$ cat src/ric_pkg.sv
// Notes on behaviour
// - Reset outranks interrupts; starts right after release.
// - Interrupt waits for current instruction or exception.
// - Init pin low halts everything immediately.
// - Reset initialises registers and sets mask flag.
// - Program counter loads from reset vector word.
// - First instruction always runs before any interrupt.
// - Thirteen external, nine internal sources, fixed priority.
// - Mask flag blocks acceptance, flags still set.
// - Pins sense either edge; event pin both.
// - Vectors four to nine, then internal sources.
// - All serial port conditions share vector eighteen.
// - Direct transfer uses vector twenty, lowest priority.
// - Reserved vector slots never assigned.
// - Request flags clear only by writing zero or by reset.
// - Edge select bits seven to five read one.
// - Edge bit four: pin four and converter trigger.
// - Edge bit three: pin three and timer F.
// - Edge bit one: pin one and timer C.
// - Edge bit zero: pin zero, falling default.
// - Pin flag sets on selected edge when enabled.
// - Flags never clear on interrupt acceptance.
package ric_pkg;

  // ----------------------------------------------------------------
  // Register indices; byte address is four times the index.
  // ----------------------------------------------------------------
  localparam int          REG_ADDR_W     = 18;
  localparam logic [15:0] IDX_WAKE_EDGE  = 16'hFF90;
  localparam logic [15:0] IDX_PIN_EDGE   = 16'hFFF2;
  localparam logic [15:0] IDX_EN_ONE     = 16'hFFF3;
  localparam logic [15:0] IDX_EN_TWO     = 16'hFFF4;
  localparam logic [15:0] IDX_PEND_ONE   = 16'hFFF6;
  localparam logic [15:0] IDX_PEND_TWO   = 16'hFFF7;
  localparam logic [15:0] IDX_WAKE_PEND  = 16'hFFF9;
  localparam logic [15:0] IDX_STATUS     = 16'hFFFA;

  // ----------------------------------------------------------------
  // Reset values, fixed bits and writable masks.
  // ----------------------------------------------------------------
  localparam logic [7:0]  REG_RESET      = 8'h00;
  localparam logic [7:0]  PIN_EDGE_FIXED = 8'hE0;
  localparam logic [7:0]  PIN_EDGE_WMASK = 8'h1B;
  localparam logic [7:0]  EN_ONE_WMASK   = 8'hBF;
  localparam logic [7:0]  EN_TWO_WMASK   = 8'hDF;
  localparam logic [7:0]  PEND_ONE_FIXED = 8'h20;
  localparam logic [7:0]  PEND_ONE_MASK  = 8'h9F;
  localparam logic [7:0]  PEND_TWO_MASK  = 8'hDF;
  localparam logic [7:0]  WAKE_MASK      = 8'hFF;

  // ----------------------------------------------------------------
  // Bit positions in enable, pending and edge select registers.
  // ----------------------------------------------------------------
  localparam int B1_EXT_INT_PIN_0 = 0;
  localparam int B1_EXT_INT_PIN_1 = 1;
  localparam int B1_AEC  = 2;
  localparam int B1_EXT_INT_PIN_3 = 3;
  localparam int B1_EXT_INT_PIN_4 = 4;
  localparam int B1_WAKE = 5;
  localparam int B1_TA   = 7;
  localparam int B2_EC   = 0;
  localparam int B2_TC   = 1;
  localparam int B2_TFL  = 2;
  localparam int B2_TFH  = 3;
  localparam int B2_TG   = 4;
  localparam int B2_AD   = 6;
  localparam int B2_DT   = 7;
  localparam int EDGE_B0 = 0;
  localparam int EDGE_B1 = 1;
  localparam int EDGE_B3 = 3;
  localparam int EDGE_B4 = 4;

  // ----------------------------------------------------------------
  // Vectors, indexed by source from highest priority (0) down.
  // ----------------------------------------------------------------
  localparam int          NUM_SRC        = 15;
  localparam logic [15:0] RESET_VEC_ADDR = 16'h0000;
  localparam logic [NUM_SRC-1:0][4:0] SRC_VEC = {
    5'h14, 5'h13, 5'h12, 5'h10, 5'h0F, 5'h0E, 5'h0D, 5'h0C,
    5'h0B, 5'h09, 5'h08, 5'h07, 5'h06, 5'h05, 5'h04};

  localparam logic [1:0] AEC_FALL = 2'h0;
  localparam logic [1:0] AEC_RISE = 2'h1;
  localparam logic [1:0] AEC_BOTH = 2'h2;

  localparam logic [1:0] RESP_OKAY   = 2'h0;
  localparam logic [1:0] RESP_SLVERR = 2'h2;

  // ----------------------------------------------------------------
  // Carriers and states.
  // ----------------------------------------------------------------
  typedef struct packed {
    logic [7:0] wake_pins;
    logic       ext_int_pin_4;
    logic       ext_int_pin_3;
    logic       event_counter_int_pin;
    logic       ext_int_pin_1;
    logic       ext_int_pin_0;
    logic       converter_trigger_pin;
    logic       timer_f_event_pin;
    logic       timer_c_event_pin;
  } ext_pins_s;

  typedef struct packed {
    logic       timer_a;
    logic       event_ctr;
    logic       timer_c;
    logic       timer_fl;
    logic       timer_fh;
    logic       timer_g;
    logic       adc_end;
    logic       direct_xfer;
    logic [5:0] serial_cond;
  } periph_evt_s;

  typedef enum logic [2:0] {
    ST_RESET, ST_FETCH, ST_FIRST, ST_RUN, ST_OFFER, ST_EXC
  } ctl_state_e;

endpackage

$ cat src/reset_and_interrupt_control.sv
// Chosen here: the AXI4-Lite interface to the registers.
`timescale 1ns/1ps
module reset_and_interrupt_control
  import ric_pkg::*;
#(
  parameter int AXI_ADDR_W = REG_ADDR_W
) (
  input  wire logic                  core_clk,
  input  wire logic                  nrst,
  input  wire logic                  external_init_pin,
  input  wire ext_pins_s             pins,
  input  wire logic [12:0]           pin_int_func,
  input  wire logic [1:0]            aec_edge_mode,
  input  wire periph_evt_s           periph_evt,
  input  wire logic                  insn_done,
  input  wire logic                  irq_ack,
  input  wire logic                  cond_code_reg_i_wr,
  input  wire logic                  cond_code_reg_i_val,
  input  wire logic                  vec_rd_valid,
  input  wire logic [15:0]           vec_rd_data,
  output logic                       cpu_halt,
  output logic                       vec_rd_req,
  output logic [15:0]                vec_rd_addr,
  output logic                       pc_load,
  output logic [15:0]                pc_value,
  output logic                       mask_flag,
  output logic                       irq_req,
  output logic [4:0]                 irq_vector,
  output logic                       converter_trig_evt,
  output logic                       timer_f_evt,
  output logic                       timer_c_evt,
  input  wire logic [AXI_ADDR_W-1:0] awaddr,
  input  wire logic                  awvalid,
  output logic                       awready,
  input  wire logic [31:0]           wdata,
  input  wire logic [3:0]            wstrb,
  input  wire logic                  wvalid,
  output logic                       wready,
  output logic [1:0]                 bresp,
  output logic                       bvalid,
  input  wire logic                  bready,
  input  wire logic [AXI_ADDR_W-1:0] araddr,
  input  wire logic                  arvalid,
  output logic                       arready,
  output logic [31:0]                rdata,
  output logic [1:0]                 rresp,
  output logic                       rvalid,
  input  wire logic                  rready
);

  // ----------------------------------------------------------------
  // Elaboration check.
  // ----------------------------------------------------------------
  if (AXI_ADDR_W < REG_ADDR_W) begin : g_addr_chk
    $error("Address width too small for the register indices.");
  end

  // ----------------------------------------------------------------
  // Declarations.
  // ----------------------------------------------------------------
  ctl_state_e  state_reg;
  ctl_state_e  state_next;
  logic [15:0] pin_prev_reg;
  logic [7:0]  wake_edge_reg;
  logic [7:0]  pin_edge_reg;
  logic [7:0]  en_one_reg;
  logic [7:0]  en_two_reg;
  logic [7:0]  pend_one_reg;
  logic [7:0]  pend_two_reg;
  logic [7:0]  wake_pend_reg;
  logic [7:0]  pend_one_next;
  logic [7:0]  pend_two_next;
  logic [7:0]  wake_pend_next;
  logic        aw_full_reg;
  logic        w_full_reg;
  logic [15:0] aw_idx_reg;
  logic        aw_bad_reg;
  logic [7:0]  wbyte_reg;
  logic        wlane_reg;
  logic [4:0]  best_vec;

  wire         in_reset  = ~external_init_pin;
  wire  [15:0] pin_now   = pins;
  wire  [15:0] rise_v    = pin_now & ~pin_prev_reg;
  wire  [15:0] fall_v    = ~pin_now & pin_prev_reg;
  wire         e4        = pin_edge_reg[EDGE_B4];
  wire         e3        = pin_edge_reg[EDGE_B3];
  wire         e1        = pin_edge_reg[EDGE_B1];
  wire         e0        = pin_edge_reg[EDGE_B0];
  wire         aec_rise  = aec_edge_mode == AEC_RISE;
  wire         aec_both  = aec_edge_mode == AEC_BOTH;

  // ----------------------------------------------------------------
  // Edge detection.
  // ----------------------------------------------------------------
  // Order: wake 7..0, pin 4, pin 3, event pin, pin 1, pin 0,
  // converter trigger, timer F, timer C.
  wire  [15:0] rise_sel  = {wake_edge_reg, e4, e3, aec_rise,
                            e1, e0, e4, e3, e1};
  wire  [15:0] edge_hit  = (rise_sel & rise_v) | (~rise_sel & fall_v);
  wire         aec_hit   = aec_both ? (rise_v[5] | fall_v[5])
                                    : edge_hit[5];
  wire  [12:0] raw_hit   = {edge_hit[15:6], aec_hit, edge_hit[4:3]};
  wire  [12:0] pin_hit   = raw_hit & pin_int_func;

  // ----------------------------------------------------------------
  // Flag set sources; sets never depend on the mask flag.
  // ----------------------------------------------------------------
  wire  [7:0]  set_one   = {periph_evt.timer_a, 2'b00, pin_hit[4:0]};
  wire  [7:0]  set_two   = {periph_evt.direct_xfer, periph_evt.adc_end,
                            1'b0, periph_evt.timer_g,
                            periph_evt.timer_fh, periph_evt.timer_fl,
                            periph_evt.timer_c, periph_evt.event_ctr};
  wire  [7:0]  set_wake  = pin_hit[12:5];

  // ----------------------------------------------------------------
  // Register write decode.
  // ----------------------------------------------------------------
  wire         wr_fire   = aw_full_reg & w_full_reg & ~bvalid;
  wire         wr_do     = wr_fire & wlane_reg & ~aw_bad_reg & ~in_reset;
  wire         wr_wedge  = wr_do & (aw_idx_reg == IDX_WAKE_EDGE);
  wire         wr_pedge  = wr_do & (aw_idx_reg == IDX_PIN_EDGE);
  wire         wr_en1    = wr_do & (aw_idx_reg == IDX_EN_ONE);
  wire         wr_en2    = wr_do & (aw_idx_reg == IDX_EN_TWO);
  wire         wr_p1     = wr_do & (aw_idx_reg == IDX_PEND_ONE);
  wire         wr_p2     = wr_do & (aw_idx_reg == IDX_PEND_TWO);
  wire         wr_wp     = wr_do & (aw_idx_reg == IDX_WAKE_PEND);
  wire  [7:0]  clr_byte  = ~wbyte_reg;
  wire  [7:0]  clr_one   = wr_p1 ? clr_byte : 8'h00;
  wire  [7:0]  clr_two   = wr_p2 ? clr_byte : 8'h00;
  wire  [7:0]  clr_wake  = wr_wp ? clr_byte : 8'h00;
  wire  [15:0] aw_idx_in = awaddr[17:2];
  wire         aw_bad_in = awaddr[1:0] != 2'b00;

  // Set wins over a clear in the same cycle; acceptance clears nothing.
  assign pend_one_next  = ((pend_one_reg & ~clr_one) | set_one)
                          & PEND_ONE_MASK;
  assign pend_two_next  = ((pend_two_reg & ~clr_two) | set_two)
                          & PEND_TWO_MASK;
  assign wake_pend_next = ((wake_pend_reg & ~clr_wake) | set_wake)
                          & WAKE_MASK;

  // ----------------------------------------------------------------
  // Request gating and priority.
  // ----------------------------------------------------------------
  wire  [NUM_SRC-1:0] req = {
    pend_two_reg[B2_DT]  & en_two_reg[B2_DT],
    pend_two_reg[B2_AD]  & en_two_reg[B2_AD],
    |periph_evt.serial_cond,
    pend_two_reg[B2_TG]  & en_two_reg[B2_TG],
    pend_two_reg[B2_TFH] & en_two_reg[B2_TFH],
    pend_two_reg[B2_TFL] & en_two_reg[B2_TFL],
    pend_two_reg[B2_TC]  & en_two_reg[B2_TC],
    pend_two_reg[B2_EC]  & en_two_reg[B2_EC],
    pend_one_reg[B1_TA]  & en_one_reg[B1_TA],
    (|wake_pend_reg)     & en_one_reg[B1_WAKE],
    pend_one_reg[B1_EXT_INT_PIN_4] & en_one_reg[B1_EXT_INT_PIN_4],
    pend_one_reg[B1_EXT_INT_PIN_3] & en_one_reg[B1_EXT_INT_PIN_3],
    pend_one_reg[B1_AEC]  & en_one_reg[B1_AEC],
    pend_one_reg[B1_EXT_INT_PIN_1] & en_one_reg[B1_EXT_INT_PIN_1],
    pend_one_reg[B1_EXT_INT_PIN_0] & en_one_reg[B1_EXT_INT_PIN_0]};
  wire         any_req   = |req;
  wire         accept_ok = any_req & ~mask_flag;

  // Scanning from lowest to highest lets the highest overwrite.
  always_comb begin
    best_vec = 5'h00;
    for (int i = NUM_SRC - 1; i >= 0; i--) begin
      if (req[i]) begin
        best_vec = SRC_VEC[i];
      end
    end
  end

  // ----------------------------------------------------------------
  // Sequencing of reset and exceptions.
  // ----------------------------------------------------------------
  always_comb begin
    state_next = state_reg;
    case (state_reg)
      ST_RESET: begin
        if (!in_reset) begin
          state_next = ST_FETCH;
        end
      end
      ST_FETCH: begin
        if (vec_rd_valid) begin
          state_next = ST_FIRST;
        end
      end
      ST_FIRST: begin
        if (insn_done) begin
          state_next = ST_RUN;
        end
      end
      ST_RUN: begin
        if (insn_done && accept_ok) begin
          state_next = ST_OFFER;
        end
      end
      ST_OFFER: begin
        if (irq_ack) begin
          state_next = ST_EXC;
        end
      end
      ST_EXC: begin
        if (insn_done) begin
          state_next = ST_RUN;
        end
      end
      default: begin
        state_next = ST_RESET;
      end
    endcase
    if (in_reset) begin
      state_next = ST_RESET;
    end
  end

  always_ff @(posedge core_clk or negedge nrst) begin
    if (!nrst) begin
      state_reg    <= ST_RESET;
      pin_prev_reg <= 16'hFFFF;
    end else begin
      state_reg    <= state_next;
      pin_prev_reg <= pin_now;
    end
  end

  // ----------------------------------------------------------------
  // CPU-facing outputs.
  // ----------------------------------------------------------------
  always_ff @(posedge core_clk or negedge nrst) begin
    if (!nrst) begin
      cpu_halt    <= 1'b1;
      vec_rd_req  <= 1'b0;
      vec_rd_addr <= RESET_VEC_ADDR;
      pc_load     <= 1'b0;
      pc_value    <= 16'h0000;
      irq_req     <= 1'b0;
      irq_vector  <= 5'h00;
    end else begin
      cpu_halt    <= state_next == ST_RESET;
      vec_rd_req  <= state_next == ST_FETCH;
      vec_rd_addr <= RESET_VEC_ADDR;
      pc_load     <= (state_reg == ST_FETCH) && vec_rd_valid && !in_reset;
      if (state_reg == ST_FETCH && vec_rd_valid) begin
        pc_value  <= vec_rd_data;
      end
      irq_req     <= state_next == ST_OFFER;
      if (state_reg == ST_RUN && state_next == ST_OFFER) begin
        irq_vector <= best_vec;
      end
    end
  end

  // The mask flag mirrors the CPU's own bit so that acceptance and
  // software updates of that bit cannot race each other here.
  always_ff @(posedge core_clk or negedge nrst) begin
    if (!nrst) begin
      mask_flag <= 1'b1;
    end else if (in_reset || (state_reg == ST_OFFER && irq_ack)) begin
      mask_flag <= 1'b1;
    end else if (cond_code_reg_i_wr) begin
      mask_flag <= cond_code_reg_i_val;
    end
  end

  always_ff @(posedge core_clk or negedge nrst) begin
    if (!nrst) begin
      converter_trig_evt <= 1'b0;
      timer_f_evt        <= 1'b0;
      timer_c_evt        <= 1'b0;
    end else begin
      converter_trig_evt <= edge_hit[2] & ~in_reset;
      timer_f_evt        <= edge_hit[1] & ~in_reset;
      timer_c_evt        <= edge_hit[0] & ~in_reset;
    end
  end

  // ----------------------------------------------------------------
  // Control registers.
  // ----------------------------------------------------------------
  always_ff @(posedge core_clk or negedge nrst) begin
    if (!nrst) begin
      wake_edge_reg <= REG_RESET;
      pin_edge_reg  <= REG_RESET;
      en_one_reg    <= REG_RESET;
      en_two_reg    <= REG_RESET;
      pend_one_reg  <= REG_RESET;
      pend_two_reg  <= REG_RESET;
      wake_pend_reg <= REG_RESET;
    end else if (in_reset) begin
      wake_edge_reg <= REG_RESET;
      pin_edge_reg  <= REG_RESET;
      en_one_reg    <= REG_RESET;
      en_two_reg    <= REG_RESET;
      pend_one_reg  <= REG_RESET;
      pend_two_reg  <= REG_RESET;
      wake_pend_reg <= REG_RESET;
    end else begin
      if (wr_wedge) begin
        wake_edge_reg <= wbyte_reg;
      end
      if (wr_pedge) begin
        pin_edge_reg <= wbyte_reg & PIN_EDGE_WMASK;
      end
      if (wr_en1) begin
        en_one_reg <= wbyte_reg & EN_ONE_WMASK;
      end
      if (wr_en2) begin
        en_two_reg <= wbyte_reg & EN_TWO_WMASK;
      end
      pend_one_reg  <= pend_one_next;
      pend_two_reg  <= pend_two_next;
      wake_pend_reg <= wake_pend_next;
    end
  end

  // ----------------------------------------------------------------
  // Register read decode.
  // ----------------------------------------------------------------
  wire  [15:0] ar_idx   = araddr[17:2];
  wire         ar_align = araddr[1:0] == 2'b00;
  wire  [7:0]  status_b = {mask_flag, irq_req, any_req, best_vec};
  wire         ar_hit   = ar_align &&
                          (ar_idx == IDX_WAKE_EDGE || ar_idx == IDX_PIN_EDGE
                          || ar_idx == IDX_EN_ONE  || ar_idx == IDX_EN_TWO
                          || ar_idx == IDX_PEND_ONE || ar_idx == IDX_PEND_TWO
                          || ar_idx == IDX_WAKE_PEND || ar_idx == IDX_STATUS);
  wire  [7:0]  rd_byte  =
    (ar_idx == IDX_WAKE_EDGE) ? wake_edge_reg :
    (ar_idx == IDX_PIN_EDGE)  ? (pin_edge_reg | PIN_EDGE_FIXED) :
    (ar_idx == IDX_EN_ONE)    ? en_one_reg :
    (ar_idx == IDX_EN_TWO)    ? en_two_reg :
    (ar_idx == IDX_PEND_ONE)  ? (pend_one_reg | PEND_ONE_FIXED) :
    (ar_idx == IDX_PEND_TWO)  ? pend_two_reg :
    (ar_idx == IDX_WAKE_PEND) ? wake_pend_reg :
    (ar_idx == IDX_STATUS)    ? status_b : 8'h00;

  // ----------------------------------------------------------------
  // Bus slave: one write and one read at a time.
  // ----------------------------------------------------------------
  always_ff @(posedge core_clk or negedge nrst) begin
    if (!nrst) begin
      awready     <= 1'b1;
      wready      <= 1'b1;
      aw_full_reg <= 1'b0;
      w_full_reg  <= 1'b0;
      aw_idx_reg  <= 16'h0000;
      aw_bad_reg  <= 1'b0;
      wbyte_reg   <= 8'h00;
      wlane_reg   <= 1'b0;
      bvalid      <= 1'b0;
      bresp       <= RESP_OKAY;
    end else begin
      if (awvalid && awready) begin
        awready     <= 1'b0;
        aw_full_reg <= 1'b1;
        aw_idx_reg  <= aw_idx_in;
        aw_bad_reg  <= aw_bad_in || !(aw_idx_in == IDX_WAKE_EDGE
          || aw_idx_in == IDX_PIN_EDGE || aw_idx_in == IDX_EN_ONE
          || aw_idx_in == IDX_EN_TWO || aw_idx_in == IDX_PEND_ONE
          || aw_idx_in == IDX_PEND_TWO || aw_idx_in == IDX_WAKE_PEND
          || aw_idx_in == IDX_STATUS);
      end
      if (wvalid && wready) begin
        wready     <= 1'b0;
        w_full_reg <= 1'b1;
        wbyte_reg  <= wdata[7:0];
        wlane_reg  <= wstrb[0];
      end
      if (wr_fire) begin
        bvalid <= 1'b1;
        bresp  <= aw_bad_reg ? RESP_SLVERR : RESP_OKAY;
      end
      if (bvalid && bready) begin
        bvalid      <= 1'b0;
        aw_full_reg <= 1'b0;
        w_full_reg  <= 1'b0;
        awready     <= 1'b1;
        wready      <= 1'b1;
      end
    end
  end

  always_ff @(posedge core_clk or negedge nrst) begin
    if (!nrst) begin
      arready <= 1'b1;
      rvalid  <= 1'b0;
      rdata   <= 32'h0000_0000;
      rresp   <= RESP_OKAY;
    end else if (arvalid && arready) begin
      arready <= 1'b0;
      rvalid  <= 1'b1;
      rdata   <= {24'h00_0000, ar_hit ? rd_byte : 8'h00};
      rresp   <= ar_hit ? RESP_OKAY : RESP_SLVERR;
    end else if (rvalid && rready) begin
      rvalid  <= 1'b0;
      arready <= 1'b1;
    end
  end

endmodule

$ cat config.mk
export PLATFORM = sky130hd
export DESIGN_NAME = reset_and_interrupt_control
export DESIGN_NICKNAME = d
export VERILOG_FILES = /design/src/ric_pkg.sv /design/src/reset_and_interrupt_control.sv
export SDC_FILE = /design/constraint.sdc
export NUM_CORES = 1
export LEC_CHECK = 0
export BUFFER_PORTS_ARGS = -buffer_cell sky130_fd_sc_hd__buf_2
export CAP_MARGIN = 0
export CORE_UTILIZATION = 51
export CTS_CLUSTER_DIAMETER = 120
export DETAILED_ROUTE_END_ITERATION = 10
export MAX_ROUTING_LAYER = met4
export PLACE_DENSITY = 0.81
export SYNTH_ARGS = -nofsm -noshare
export SYNTH_HDL_FRONTEND = slang
export SYNTH_SLANG_ARGS = --single-unit
$ cat constraint.sdc
create_clock -name core_clk -period 2.8 [get_ports core_clk]
set_input_delay 0.56 -clock core_clk [delete_from_list [all_inputs] [get_ports core_clk]]
set_output_delay 0.56 -clock core_clk [all_outputs]
set_load 0.1 [all_outputs]
==> results.md <==
- The post-detailed-route via-to-cell ratio is about 5.6.
- Walking the worst path, the cells encountered are or4_4 > or4_4 > or3b_4 > o21ai_1 > a21oi_1.
- The async set-reset flop share out of synthesis is 1.00.
- Grouping stages by cell kind, the critical path spends the most delay in simple AND/OR/NAND/NOR gates.
- The maximum number of buffers from clock root to sink is 2.
- The worst hold path class is input pin to asynchronous set/reset pin.
- Between clock sinks in the finished design, the worst skew comes to 7.62 ps.
- The slack of the worst reg-to-reg path is between 400 and 500 ps.
- The critical path starts at aw_bad_reg.
- The share of total power dissipated in the clock network is 0.332.
- Measured along the x axis, the die boundary spans 119 microns.
- The share of synthesized area in the top cell type comes to 0.420.
- Counting the fill cells in the layout gives 1087.
- The biggest area contributor in the post-synthesis netlist is sky130_fd_sc_hd__dfrtp_1.
- The post-layout utilization of the core is 0.641.
- The required time reported for the critical path endpoint is 3080 ps.
- Counting instances in the post-synthesis netlist gives the leading cell types as 117 x sky130_fd_sc_hd__dfrtp_1, 70 x sky130_fd_sc_hd__nand2_1, 57 x sky130_fd_sc_hd__o21ai_0, 55 x sky130_fd_sc_hd__nor2_1, 48 x sky130_fd_sc_hd__a21oi_1.
- The final hold violation count is 0.
- The endpoint arrival time on the critical path is ~2700 ps.
- Hold repair after CTS inserted 0 buffers.
- The total power per unit cell area is 817 mW/mm^2.
- The total congestion overflow is 0.
- In this run the number of H-tree levels came out at 4.
- The HPWL reported at the end of detailed placement is 12.8 mm.
- Summed over all failing endpoints, the final setup total negative slack is 0 ps.
- In this run, distinct cell masters in the synthesized netlist total 65.
- The via total after detailed routing is 5940.
- The floorplan has 42 rows.
- The fraction of layout cells with a size suffix above 1 is 0.322.
- The cell area after synthesis is roughly 0.0070 sq mm.
- The number of buffers and inverters on the critical path is 0.
- TritonCTS built the clock tree.
- After detailed routing, the number of remaining DRC violations is 0.
- Summing all multi-input logic gate instances after layout gives 0.00320 sq mm.
- The cell count after synthesis came out at 697.
- The post-layout net count is 1022.
- The flip-flop and latch count after synthesis is between 100 and 150.
- Setup repair after global routing left no endpoint under its margin.
- In this run, post-CTS repair resized a total of 0 instances.
- The max-slew violation total from the final report is 0.
- Yosys mapped a number of flops with a built-in enable equal to 0.
- The post-detailed-routing wire length is between 15 and 20 mm.
- In the final layout, flip-flops and latches occupy about 0.0035 sq mm.
- The critical path ends at pend_one_reg[2].
- In the global route stage, overall resource usage came out at 0.263.
- In this run the tightest slew margin relative to its limit is 0.521.
- The leading cell type by number of instances after synthesis is sky130_fd_sc_hd__dfrtp_1.
- The sink count of the clock tree is 138.
- The floorplan step set the die height to 119 microns.
- The count of nets left with antenna violations after detail routing is 0.
- Setup violations remaining at the end of the flow were counted as 0.
- roughly 230 I/O pins were placed.
- Yosys printed 0 warnings.
- STA classifies the critical path endpoint as a flip-flop.
- In the finished design, the share of the clock period the worst path needs comes to 0.857.
- In this design, the stage delay of the slowest critical-path cell is slightly below 600 ps.
- A synthesized cell averages roughly 10 sq um.
- The later pin in the worst-skew pair is clocked with a latency of approximately 420 ps.
- The net switching share of the total power is 0.375.
- The standard cell core area is 0.0133 sq mm.
- The maximum number of pins on one net before global-route repair is 62.
- The largest individual stage delay along the critical path comes from the cell sky130_fd_sc_hd__or4_4.
- The endpoint of the worst register-to-register path is pend_one_reg[2].
- The share of total power dissipated in sequential elements is 0.394.
- The placer's final routability congestion estimate is around 0.94.
- The depth of the worst register-to-register path is 5.
- The die covers around 0.014 sq mm.
- The wire length per cell after detailed routing is 16.5 microns.
- The transition time of the tightest slew-check pin is ~700 ps.
- The number of antenna violations at the first check in global routing is 1.
- After clock tree synthesis, the clock-pin slew on the worst setup and hold paths is 60 ps.
- Before antenna repair, the detailed router went through 7 iterations.
- The library cell appearing most often on the critical path is sky130_fd_sc_hd__or4_4.
- The final critical-path required period is approximately 2400 ps.
- Summed over all nets, the switching power comes to 2.61 mW.
- The number of buffer cells added on primary ports is 162.
- Compared with the post-synthesis result, the final layout area differs by 22.4%.
- The internal power of the cells is 4.35 mW.
- The maximum achievable frequency is 417 MHz.
- The root buffer cell chosen for the clock tree is sky130_fd_sc_hd__clkbuf_16.
- The first global-routing pass estimated 28.1 mm of wire.
- The sequential fraction of the synthesis area is 0.500.
- The type of element launching the critical path is a flip-flop.
- Of the total power, combinational logic draws 0.274.
- The run finished with clean final reports.
- The reported leakage power is 4.07 nW.
- The worst setup path is of the flip-flop to flip-flop kind.
- Buffers added to address setup during post-CTS repair amount to 0.
- Across the run, the number of max-cap violations was 0.
- For this configuration, the core starts out at a cell density of 0.524.
- The number of buffers created by CTS is 17.
- Yosys attributes the largest share of cell area to sky130_fd_sc_hd__dfrtp_1 42%, sky130_fd_sc_hd__dfstp_2 7.9%, sky130_fd_sc_hd__mux2_2 7.4%, sky130_fd_sc_hd__buf_4 4.5%, sky130_fd_sc_hd__o21ai_0 4.1%.
- IR analysis of the VDD net gives a maximum drop of 0.697 mV.
- Along the worst path, the maximum fanout reaches 6.
- The via count of the first global-routing pass is 5575.
- The number of cells on the critical path is 5.
- The first-iteration detailed-routing DRC count is 448.
- The startpoint of the worst-slack reg-to-reg timing path is aw_bad_reg.
- The most used flip-flop cell after synthesis is sky130_fd_sc_hd__dfrtp_1.
- The total power consumption of the routed design is roughly 7.0 mW.
[cell families after synthesis]
logic type                 count (synthesis)  synth area share
other                                      1          0.000538
and+or+nand+nor                          242             0.177
xor gates and xnor gates                   2           0.00252
buffers and inverters                     75            0.0632
AOI/OAI and AO/OA                        171             0.150
DFF                                      138             0.500
muxes                                     66             0.103
adders and majority gates                  2           0.00359
[worst min-delay path by stage]
stage | endpoint | slack [ps]
4_1_cts | rvalid | 90
6_report | rvalid | 80
3_3_place_gp | rdata[6] | 460
2_1_floorplan | aw_bad_reg | 260
3_5_place_dp | rdata[7] | 470
5_1_grt | rvalid | 110
[cell usage in the layout, fill, tap and decap left out, types with 10 or more instances in the layout]
cell type / Yosys / routed
sky130_fd_sc_hd__inv_1: 10 / 10
sky130_fd_sc_hd__mux2i_1: 20 / 20
sky130_fd_sc_hd__buf_2: 1 / 161
sky130_fd_sc_hd__nand3_1: 29 / 29
sky130_fd_sc_hd__a21oi_1: 48 / 48
sky130_fd_sc_hd__o31ai_1: 11 / 11
sky130_fd_sc_hd__conb_1: 1 / 42
sky130_fd_sc_hd__nand2_1: 70 / 70
sky130_fd_sc_hd__mux2_2: 46 / 46
sky130_fd_sc_hd__o21ai_0: 57 / 57
sky130_fd_sc_hd__dfstp_2: 21 / 21
sky130_fd_sc_hd__buf_4: 42 / 18
sky130_fd_sc_hd__dfrtp_1: 117 / 117
sky130_fd_sc_hd__clkbuf_16: 0 / 17
sky130_fd_sc_hd__nand4_1: 10 / 10
sky130_fd_sc_hd__nor2_1: 55 / 55
[power groups by stage]
| stage | Combinational [mW] | Clock, mW | Sequential [mW] |
|---|---|---|---|
| 3_3_place_gp | 1.88 | 0 | 2.74 |
| 2_1_floorplan | 0.806 | 0 | 3.42 |
| 6_report | 1.91 | 2.31 | 2.74 |
| 4_1_cts | 1.92 | 2.34 | 2.73 |
| 5_1_grt | 2.00 | 2.42 | 2.79 |
| 3_5_place_dp | 1.91 | 0 | 2.76 |
[final cells by class]
cell class,instances,area share
well taps,176,0.0258
multi-input cells,525,0.376
diodes,1,0.000294
repair buffers,181,0.114
inverters,11,0.00484
clock buffers,22,0.0533
flip-flops and latches,138,0.408
clock inverters,10,0.0176
[layer usage]
layer,part of all wire,track usage
met5,0,-
met3,0.073,0.0575
met1,0.43,0.345
met4,0.018,0.0957
met2,0.48,0.403
[per-stage QoR]
stage / cells / hold WS, ps / worst slack, ps / instance area (sq um)
finish: 1064 / 82.2 / 401 / 8520
global route: 1064 / 107 / 291 / 8520
CTS: 1063 / 86.1 / 407 / 8520
detailed placement: 1031 / 470 / 163 / 7920
global placement: 1031 / 458 / 200 / 7920
floorplan: 738 / 264 / 81.7 / 7120
No activity file was read; power rests on OpenSTA's default activity.
